### src/hdl/jtti_map.vh
// constants for the test access port: instruction codes, widths, state bits
`ifndef JTTI_MAP_VH
`define JTTI_MAP_VH

// ----------------------------------------------------------------------
// instruction register
// ----------------------------------------------------------------------
`define JTTI_IR_W 16
`define JTTI_IR_CAPTURE 16'h0001
`define JTTI_OP_EXTEST 16'h0000
`define JTTI_OP_SAMPLE 16'h0002
`define JTTI_OP_IDCODE 16'h0004
`define JTTI_OP_BYPASS 16'hFFFF
`define JTTI_OP_FL_CTL 16'h0082
`define JTTI_OP_FL_DAT 16'h0083
`define JTTI_OP_FL_ADR 16'h0084

// ----------------------------------------------------------------------
// data register widths and identification capture value
// ----------------------------------------------------------------------
`define JTTI_BSR_W 134
`define JTTI_ID_W 32
`define JTTI_FL_CTL_W 8
`define JTTI_FL_DAT_W 8
`define JTTI_FL_ADR_W 16
`define JTTI_FL_CTL_WR_BIT 0
`define JTTI_FL_CTL_RD_BIT 1
// identification value is arbitrary; bit 0 stays one
`define JTTI_IDCODE_VAL 32'h1234_5671

// ----------------------------------------------------------------------
// tap controller states, one-hot codes
// ----------------------------------------------------------------------
`define JTTI_ST_W 16
`define JTTI_ST_RESET 16'h0001
`define JTTI_ST_IDLE 16'h0002
`define JTTI_ST_SEL_DR 16'h0004
`define JTTI_ST_CAP_DR 16'h0008
`define JTTI_ST_SH_DR 16'h0010
`define JTTI_ST_EX1_DR 16'h0020
`define JTTI_ST_PA_DR 16'h0040
`define JTTI_ST_EX2_DR 16'h0080
`define JTTI_ST_UPD_DR 16'h0100
`define JTTI_ST_SEL_IR 16'h0200
`define JTTI_ST_CAP_IR 16'h0400
`define JTTI_ST_SH_IR 16'h0800
`define JTTI_ST_EX1_IR 16'h1000
`define JTTI_ST_PA_IR 16'h2000
`define JTTI_ST_EX2_IR 16'h4000
`define JTTI_ST_UPD_IR 16'h8000

`endif

### src/hdl/jtti_tap_fsm.v
// tap controller state machine, advanced once per test clock rising edge
`timescale 1ns/1ps
`include "jtti_map.vh"

module jtti_tap_fsm (
  // clock and reset
  input wire clk,
  input wire sys_rst,
  // step enable and mode select sample
  input wire step,
  input wire tms,
  // state
  output reg [`JTTI_ST_W-1:0] state_q
);

  reg [`JTTI_ST_W-1:0] state_d;

  // ----------------------------------------------------------------------
  // next state
  // ----------------------------------------------------------------------
  always @* begin
    state_d = state_q;
    case (state_q)
      `JTTI_ST_RESET: state_d = tms ? `JTTI_ST_RESET : `JTTI_ST_IDLE;
      `JTTI_ST_IDLE: state_d = tms ? `JTTI_ST_SEL_DR : `JTTI_ST_IDLE;
      `JTTI_ST_SEL_DR: state_d = tms ? `JTTI_ST_SEL_IR : `JTTI_ST_CAP_DR;
      `JTTI_ST_CAP_DR: state_d = tms ? `JTTI_ST_EX1_DR : `JTTI_ST_SH_DR;
      `JTTI_ST_SH_DR: state_d = tms ? `JTTI_ST_EX1_DR : `JTTI_ST_SH_DR;
      `JTTI_ST_EX1_DR: state_d = tms ? `JTTI_ST_UPD_DR : `JTTI_ST_PA_DR;
      `JTTI_ST_PA_DR: state_d = tms ? `JTTI_ST_EX2_DR : `JTTI_ST_PA_DR;
      `JTTI_ST_EX2_DR: state_d = tms ? `JTTI_ST_UPD_DR : `JTTI_ST_SH_DR;
      `JTTI_ST_UPD_DR: state_d = tms ? `JTTI_ST_SEL_DR : `JTTI_ST_IDLE;
      `JTTI_ST_SEL_IR: state_d = tms ? `JTTI_ST_RESET : `JTTI_ST_CAP_IR;
      `JTTI_ST_CAP_IR: state_d = tms ? `JTTI_ST_EX1_IR : `JTTI_ST_SH_IR;
      `JTTI_ST_SH_IR: state_d = tms ? `JTTI_ST_EX1_IR : `JTTI_ST_SH_IR;
      `JTTI_ST_EX1_IR: state_d = tms ? `JTTI_ST_UPD_IR : `JTTI_ST_PA_IR;
      `JTTI_ST_PA_IR: state_d = tms ? `JTTI_ST_EX2_IR : `JTTI_ST_PA_IR;
      `JTTI_ST_EX2_IR: state_d = tms ? `JTTI_ST_UPD_IR : `JTTI_ST_SH_IR;
      `JTTI_ST_UPD_IR: state_d = tms ? `JTTI_ST_SEL_DR : `JTTI_ST_IDLE;
      default: state_d = `JTTI_ST_RESET;
    endcase
  end

  // ----------------------------------------------------------------------
  // state register
  // ----------------------------------------------------------------------
  always @(posedge clk) begin
    if (sys_rst) begin
      state_q <= `JTTI_ST_RESET;
    end else if (step) begin
      state_q <= state_d;
    end
  end

endmodule // jtti_tap_fsm

### src/hdl/jtti_scan_reg.v
// capture / shift / update scan register, shifts toward bit 0
`timescale 1ns/1ps
`include "jtti_map.vh"

module jtti_scan_reg #(
  parameter W = 8,
  parameter [W-1:0] RST_VAL = {W{1'b0}}
) (
  // clock and reset
  input wire clk,
  input wire sys_rst,
  // control, each qualified by a test clock edge
  input wire capture,
  input wire shift,
  input wire update,
  // data
  input wire si,
  input wire [W-1:0] cap_val,
  output reg [W-1:0] sr_q,
  output reg [W-1:0] upd_q
);

  // ----------------------------------------------------------------------
  // shift stage and parallel hold stage
  // ----------------------------------------------------------------------
  always @(posedge clk) begin
    if (sys_rst) begin
      sr_q <= RST_VAL;
      upd_q <= RST_VAL;
    end else begin
      if (capture) begin
        sr_q <= cap_val;
      end else if (shift) begin
        sr_q <= {si, sr_q[W-1:1]};
      end
      if (update) begin
        upd_q <= sr_q;
      end
    end
  end

endmodule // jtti_scan_reg

### src/hdl/jtti_tap.v
// test access port: pin sampling, instruction decode, data registers, serial out
`timescale 1ns/1ps
`include "jtti_map.vh"

module jtti_tap #(
  parameter BSR_W = `JTTI_BSR_W,
  parameter CORE_W = 8,
  parameter [`JTTI_ID_W-1:0] IDCODE = `JTTI_IDCODE_VAL
) (
  // clock and reset
  input wire clk,
  input wire sys_rst,
  // test pins
  input wire tck,
  input wire tms,
  input wire tdi,
  output reg tdo_q,
  output reg tdo_oe_q,
  // boundary cells
  input wire [BSR_W-1:0] bsr_cap_in,
  output reg [BSR_W-1:0] bsr_pin_q,
  output reg bsr_drive_q,
  // inputs toward on-chip logic
  input wire [CORE_W-1:0] core_pin_in,
  output reg [CORE_W-1:0] core_in_q,
  // flash access port
  output reg [`JTTI_FL_ADR_W-1:0] flash_addr_q,
  output reg [`JTTI_FL_DAT_W-1:0] flash_wdata_q,
  output reg flash_wr_q,
  output reg flash_rd_q,
  input wire [`JTTI_FL_DAT_W-1:0] flash_rdata
);

  // ----------------------------------------------------------------------
  // pin synchronisers and test clock edge detection
  // ----------------------------------------------------------------------
  reg [2:0] tck_q;
  reg [1:0] tms_q;
  reg [1:0] tdi_q;
  reg [CORE_W-1:0] core_s1_q;
  reg [CORE_W-1:0] core_s2_q;
  wire tck_rise;
  wire tck_fall;

  always @(posedge clk) begin
    if (sys_rst) begin
      tck_q <= 3'h0;
      tms_q <= 2'h3;
      tdi_q <= 2'h3;
      core_s1_q <= {CORE_W{1'b0}};
      core_s2_q <= {CORE_W{1'b0}};
    end else begin
      tck_q <= {tck_q[1:0], tck};
      tms_q <= {tms_q[0], tms};
      tdi_q <= {tdi_q[0], tdi};
      core_s1_q <= core_pin_in;
      core_s2_q <= core_s1_q;
    end
  end

  // edges seen on the second and third stages only
  assign tck_rise = tck_q[1] & ~tck_q[2];
  assign tck_fall = ~tck_q[1] & tck_q[2];

  // ----------------------------------------------------------------------
  // tap controller
  // ----------------------------------------------------------------------
  wire [`JTTI_ST_W-1:0] st;

  jtti_tap_fsm u_fsm (
    .clk(clk),
    .sys_rst(sys_rst),
    .step(tck_rise),
    .tms(tms_q[1]),
    .state_q(st)
  );

  wire in_reset = st[0];
  wire cap_dr = tck_rise & st[3];
  wire sh_dr = tck_rise & st[4];
  wire upd_dr = tck_rise & st[8];
  wire cap_ir = tck_rise & st[10];
  wire sh_ir = tck_rise & st[11];
  wire upd_ir = tck_rise & st[15];
  wire shifting = st[4] | st[11];

  // ----------------------------------------------------------------------
  // instruction register
  // ----------------------------------------------------------------------
  wire [`JTTI_IR_W-1:0] ir_sr;
  reg [`JTTI_IR_W-1:0] ir_q;

  jtti_scan_reg #(
    .W(`JTTI_IR_W),
    .RST_VAL(`JTTI_IR_CAPTURE)
  ) u_ir (
    .clk(clk),
    .sys_rst(sys_rst),
    .capture(cap_ir),
    .shift(sh_ir),
    .update(1'b0),
    .si(tdi_q[1]),
    .cap_val(`JTTI_IR_CAPTURE),
    .sr_q(ir_sr),
    .upd_q()
  );

  // test-logic-reset selects the identification register
  always @(posedge clk) begin
    if (sys_rst) begin
      ir_q <= `JTTI_OP_IDCODE;
    end else if (in_reset) begin
      ir_q <= `JTTI_OP_IDCODE;
    end else if (upd_ir) begin
      ir_q <= ir_sr;
    end
  end

  // ----------------------------------------------------------------------
  // instruction decode
  // ----------------------------------------------------------------------
  localparam SEL_BSR = 3'd0;
  localparam SEL_ID = 3'd1;
  localparam SEL_BYP = 3'd2;
  localparam SEL_FCTL = 3'd3;
  localparam SEL_FDAT = 3'd4;
  localparam SEL_FADR = 3'd5;

  reg [2:0] sel;
  reg extest;

  always @* begin
    extest = 1'b0;
    case (ir_q)
      `JTTI_OP_EXTEST: begin
        sel = SEL_BSR;
        extest = 1'b1;
      end
      `JTTI_OP_SAMPLE: sel = SEL_BSR;
      `JTTI_OP_IDCODE: sel = SEL_ID;
      `JTTI_OP_BYPASS: sel = SEL_BYP;
      `JTTI_OP_FL_CTL: sel = SEL_FCTL;
      `JTTI_OP_FL_DAT: sel = SEL_FDAT;
      `JTTI_OP_FL_ADR: sel = SEL_FADR;
      default: sel = SEL_BYP;
    endcase
  end

  wire sel_bsr = (sel == SEL_BSR);
  wire sel_id = (sel == SEL_ID);
  wire sel_byp = (sel == SEL_BYP);
  wire sel_fctl = (sel == SEL_FCTL);
  wire sel_fdat = (sel == SEL_FDAT);
  wire sel_fadr = (sel == SEL_FADR);

  // ----------------------------------------------------------------------
  // boundary, identification and bypass registers
  // ----------------------------------------------------------------------
  wire [BSR_W-1:0] bsr_sr;
  wire [BSR_W-1:0] bsr_upd;
  wire [`JTTI_ID_W-1:0] id_sr;
  reg byp_q;

  // sample/preload captures and presets; the hold stage always feeds bsr_pin_q, and bsr_drive_q is set only under extest
  jtti_scan_reg #(
    .W(BSR_W)
  ) u_bsr (
    .clk(clk),
    .sys_rst(sys_rst),
    .capture(cap_dr & sel_bsr),
    .shift(sh_dr & sel_bsr),
    .update(upd_dr & sel_bsr),
    .si(tdi_q[1]),
    .cap_val(bsr_cap_in),
    .sr_q(bsr_sr),
    .upd_q(bsr_upd)
  );

  jtti_scan_reg #(
    .W(`JTTI_ID_W)
  ) u_id (
    .clk(clk),
    .sys_rst(sys_rst),
    .capture(cap_dr & sel_id),
    .shift(sh_dr & sel_id),
    .update(1'b0),
    .si(tdi_q[1]),
    .cap_val(IDCODE),
    .sr_q(id_sr),
    .upd_q()
  );

  always @(posedge clk) begin
    if (sys_rst) begin
      byp_q <= 1'b0;
    end else if (cap_dr & sel_byp) begin
      byp_q <= 1'b0;
    end else if (sh_dr & sel_byp) begin
      byp_q <= tdi_q[1];
    end
  end

  // ----------------------------------------------------------------------
  // flash access registers
  // ----------------------------------------------------------------------
  wire [`JTTI_FL_CTL_W-1:0] flash_access_control_reg;
  wire [`JTTI_FL_CTL_W-1:0] fctl_sr;
  wire [`JTTI_FL_DAT_W-1:0] flash_access_data_reg;
  wire [`JTTI_FL_DAT_W-1:0] fdat_sr;
  wire [`JTTI_FL_ADR_W-1:0] flash_access_address_reg;
  wire [`JTTI_FL_ADR_W-1:0] fadr_sr;
  reg [`JTTI_FL_DAT_W-1:0] rdata_q;

  jtti_scan_reg #(
    .W(`JTTI_FL_CTL_W)
  ) u_fctl (
    .clk(clk),
    .sys_rst(sys_rst),
    .capture(cap_dr & sel_fctl),
    .shift(sh_dr & sel_fctl),
    .update(upd_dr & sel_fctl),
    .si(tdi_q[1]),
    .cap_val(flash_access_control_reg),
    .sr_q(fctl_sr),
    .upd_q(flash_access_control_reg)
  );

  jtti_scan_reg #(
    .W(`JTTI_FL_DAT_W)
  ) u_fdat (
    .clk(clk),
    .sys_rst(sys_rst),
    .capture(cap_dr & sel_fdat),
    .shift(sh_dr & sel_fdat),
    .update(upd_dr & sel_fdat),
    .si(tdi_q[1]),
    .cap_val(rdata_q),
    .sr_q(fdat_sr),
    .upd_q(flash_access_data_reg)
  );

  jtti_scan_reg #(
    .W(`JTTI_FL_ADR_W)
  ) u_fadr (
    .clk(clk),
    .sys_rst(sys_rst),
    .capture(cap_dr & sel_fadr),
    .shift(sh_dr & sel_fadr),
    .update(upd_dr & sel_fadr),
    .si(tdi_q[1]),
    .cap_val(flash_access_address_reg),
    .sr_q(fadr_sr),
    .upd_q(flash_access_address_reg)
  );

  wire ctl_wr = flash_access_control_reg[`JTTI_FL_CTL_WR_BIT];
  wire ctl_rd = flash_access_control_reg[`JTTI_FL_CTL_RD_BIT];

  // read fetched on capture of the data register, write issued on
  // update of the data register; the control register gates both
  always @(posedge clk) begin
    if (sys_rst) begin
      flash_wr_q <= 1'b0;
      flash_rd_q <= 1'b0;
      flash_addr_q <= {`JTTI_FL_ADR_W{1'b0}};
      flash_wdata_q <= {`JTTI_FL_DAT_W{1'b0}};
      rdata_q <= {`JTTI_FL_DAT_W{1'b0}};
    end else begin
      flash_wr_q <= upd_dr & sel_fdat & ctl_wr;
      flash_rd_q <= cap_dr & sel_fdat & ctl_rd;
      flash_addr_q <= flash_access_address_reg;
      flash_wdata_q <= fdat_sr;
      if (flash_rd_q) begin
        rdata_q <= flash_rdata;
      end
    end
  end

  // ----------------------------------------------------------------------
  // pin control and core input forcing
  // ----------------------------------------------------------------------
  always @(posedge clk) begin
    if (sys_rst) begin
      bsr_pin_q <= {BSR_W{1'b0}};
      bsr_drive_q <= 1'b0;
      core_in_q <= {CORE_W{1'b1}};
    end else begin
      bsr_pin_q <= bsr_upd;
      bsr_drive_q <= extest;
      core_in_q <= extest ? {CORE_W{1'b1}} : core_s2_q;
    end
  end

  // ----------------------------------------------------------------------
  // serial output, changes on the test clock falling edge
  // ----------------------------------------------------------------------
  reg so;

  always @* begin
    if (st[11]) begin
      so = ir_sr[0];
    end else begin
      case (sel)
        SEL_BSR: so = bsr_sr[0];
        SEL_ID: so = id_sr[0];
        SEL_FCTL: so = fctl_sr[0];
        SEL_FDAT: so = fdat_sr[0];
        SEL_FADR: so = fadr_sr[0];
        default: so = byp_q;
      endcase
    end
  end

  always @(posedge clk) begin
    if (sys_rst) begin
      tdo_q <= 1'b0;
      tdo_oe_q <= 1'b0;
    end else if (tck_fall) begin
      tdo_q <= so;
      tdo_oe_q <= shifting;
    end
  end

endmodule // jtti_tap

### config.mk
export PLATFORM = sky130hd
export DESIGN_NAME = jtti_tap
export DESIGN_NICKNAME = d
export VERILOG_FILES = /design/src/hdl/jtti_tap_fsm.v /design/src/hdl/jtti_scan_reg.v /design/src/hdl/jtti_tap.v
export VERILOG_INCLUDE_DIRS = /design/src /design/src/hdl
export SDC_FILE = /design/constraint.sdc
export NUM_CORES = 1
export LEC_CHECK = 0
export BUFFER_PORTS_ARGS = -buffer_cell sky130_fd_sc_hd__buf_2
export CAP_MARGIN = 20
export CORE_MARGIN = 4
export CORE_UTILIZATION = 35
export CTS_CLUSTER_DIAMETER = 40
export DETAILED_ROUTE_END_ITERATION = 6
export SLEW_MARGIN = 20
export SYNTH_ARGS = -nofsm -noshare
export SYNTH_HDL_FRONTEND = slang
export SYNTH_SLANG_ARGS = --single-unit
### constraint.sdc
create_clock -name clk -period 7.15 [get_ports clk]
set_input_delay 1.43 -clock clk [delete_from_list [all_inputs] [get_ports clk]]
set_output_delay 1.43 -clock clk [all_outputs]
set_load 0.01 [all_outputs]
==> key figures <==
Run status
  • Status: finished, final reports clean

Floorplan
  • Full die area: 65600 um^2
  • Core Region: 60700 um^2
  • Initial Util: 35.5%
  • # rows: 90
  • Die Height: 256 um
  • Ports: 326
  • Chip Width: 256 um

STA
  • Setup TNS Final: 0 ns
  • Worst setup margin: 3.49 ns
  • # setup viols final: 0
  • Final period util: 51.3%
  • Min Hold Slack: 0.405 ns
  • Final Max Slew Viols: 0
  • Unrepaired setup endpoints after global routing: no
  • Relative slew margins: 24.0%
  • FMAX: 273 MHz
  • Fin crit period: 3.66 ns
  • Slew @ Worst Pin: 1.14 ns
  • Clock skew: 0.0328 ns
  • Hold Vio Cnt, Final: 0

Clock tree
  • CTS resizes: 0
  • Worst-path clk slew: 0.05 ns
  • Clk buf depth: 3
  • H-tree depth: 3
  • Clock buffers created by TritonCTS: 92
  • Cts hold-fix bufs: 0
  • Worst skew pair latency: 0.63 ns
  • Clk sinks: 607
  • CTS tree: done
  • Root Driver: clkbuf_16
  • Post-CTS setup buffer count: 0

Power and ir drop
  • Leakage: 9.84 nW
  • VDD IR max: 0.000211 V
  • Power Density: 304 nW/um^2

Global routing
  • Vias in the first global route: 16780
  • GR Util met1: 20.4%
  • First-pass GRT wire length: 87600 um
  • Initial antenna violation count: 5
  • Pin count of the biggest net entering global routing: 269
  • Met2 Use GR: 26.6%
  • GRT Residual Overflow: 0
  • Met3 global-route usage: 3.51%
  • Global-route total usage across every layer: 15.9%
  • Gr busiest metal: met2

Critical path
  • Element type at the critical path end: flop
  • RR Endpoint: u_id.sr_q[31]
  • Required @ worst endpoint: 7.62 ns
  • Register-to-Register Path Depth: 5
  • R2R Path Start: tck_q[1]
  • FF-to-FF setup slack: 3.49 ns
  • Worst setup endpoint: u_id.sr_q[31]
  • Startpoint Class: flop
  • Worst setup path start: tck_q[1]
  • Worst-path fanout max: 65
  • Crit path DAT: 4.14 ns
  • Crit Path Class: reg -> reg

Cells and area
  • Post-Layout Cell Count: 3592
  • Final Core Density: 44.2%
  • Area delta synth->final: 24.4%
  • Area of the multi-input gates: 8590 um^2
  • # fillers: 5875
  • Layout cells sized above 1: 18.5%
  • Register area: 12200 um^2
  • Nets: 2885

Logic synthesis
  • Flop and latch count out of synthesis: 607
  • Synth Flop Type: dfxtp_1
  • Avg Inst Size Synth: 8.64 um^2
  • Syn nets: 2649
  • Synth cell count leaders: nand2_1, dfxtp_1, a21oi_1, nor2_1, nor2b_1
  • Synth top area cells: dfxtp_1, nand2_1, a311oi_1
  • Async set-reset flop share out of synthesis: 0%
  • Top cell type's share of synthesized area: 56.4%
  • Yosys cell types: 47
  • Warnings, synthesis: 0
  • Post-synthesis sequential area ratio: 56.4%
  • Synth area leader: dfxtp_1
  • Number of enable flip-flop cells after synthesis: 0
  • Netlist Area Pre-Place: 21600 um^2
  • Post-Syn Instances: 2494
  • Count leader, synth: nand2_1

Drt
  • Post-route ant nets: 0
  • First-pass DRT Iterations: 5
  • Vias per cell: 4.89
  • WL/cell: 15.2 um
  • Wirelength, routed: 54700 um
  • Initial DRC Count: 1078
  • # DRC: 0
  • Vias: 17559

Place
  • Pre-CTS setup slack: 3.45 ns
  • Post-DP HPWL: 34100 um
  • Port buffer count: 325
  • Post-Place Cells: 3417
  • RePlAce Congestion: 0.801

Run
  • Max-cap violations: 0

Hold path
  • Worst min path class: reg -> reg
worst max-delay path, cell delays in order (launching register included):
cell and delay [ns]:
dfxtp_1 0.36, nor2b_1 0.76, and2_4 0.82, nand4_1 0.69
nand2b_1 0.80, a21oi_1 0.09
power by group:
part	internal (mW)	switching, mW
clock network	2.89	1.73
registers	3.39	0.00397
logic	0.0450	0.0866
total	6.33	1.82
cell usage in the layout (no fill, tap or decap), types with 5 or more instances in the layout:
cell / instances
a21oi_1: 230
clkbuf_1: 6
buf_4: 6
mux2i_1: 58
nor2_1: 205
o21ai_0: 7
buf_2: 324
a311oi_1: 135
nor2b_1: 182
a211oi_1: 19
a31oi_1: 5
clkinv_2: 11
bufinv_16: 11
nand4_1: 6
clkinvlp_4: 13
clkinv_4: 10
inv_6: 13
dfxtp_1: 607
nor3_1: 11
nand2_1: 735
nand3b_1: 5
nor4_1: 8
clkbuf_16: 92
clkbuf_8: 6
or2_2: 6
or3_1: 15
nand3_1: 10
kinds of logic after synthesis:
logic type	share of synthesized area (%)
and+or+nand+nor	24.5
buffers and inverters	3.91
muxes	2.69
xor gates and xnor gates	0.284
DFF	56.4
AOI/OAI and AO/OA	12.2
area by class of cell:
cell class / instances / share of cell area [%]
Multi-Input combinational cell: 1689 / 32.1
Inverter: 4 / 0.0560
Antenna cell: 3 / 0.0280
Clock inverter: 67 / 3.23
Tap cell: 782 / 3.65
Timing Repair Buffer: 336 / 6.67
Sequential cell: 607 / 45.3
Clock buffer: 104 / 8.98
flip-flops by register name, summed over array words and instances, names as in the netlist, 16 cells and up:
signal and flops:
flash_addr_q 16, u_fsm.state_q 16, u_fadr.upd_q 16, u_ir.sr_q 16
u_bsr.upd_q 134, u_bsr.sr_q 134, bsr_pin_q 134, ir_q 16
u_id.sr_q 32, u_fadr.sr_q 16
metal layers:
layer	wire [um]	share of wire, %	up-vias
met2	26200	48	398
met4	1100	2.0	2
met5	13	0.024	-
met1	24500	45	8310
li1	-	-	8778
met3	2950	5.4	71
how the worst min path moves through the flow:
stage / startpoint / endpoint / slack, ns / cells after the start
detailed placement: core_s2_q[0] / core_in_q[0] / 0.40 / 1
CTS: core_s2_q[0] / core_in_q[0] / 0.41 / 1
finish: core_s2_q[7] / core_in_q[7] / 0.41 / 1
global placement: core_s2_q[4] / core_in_q[4] / 0.39 / 1
global route: core_s2_q[7] / core_in_q[7] / 0.43 / 1
floorplan: tdi_q[0] / tdi_q[1] / 0.39 / 1
per-stage QoR:
step	cell area, um^2	power [mW]
floorplan	21600	3.53
global placement	23500	3.60
detailed placement	23500	3.60
CTS	26800	8.24
global route	26800	8.41
finish	26800	8.14
(Power assumes the default switching activity.)
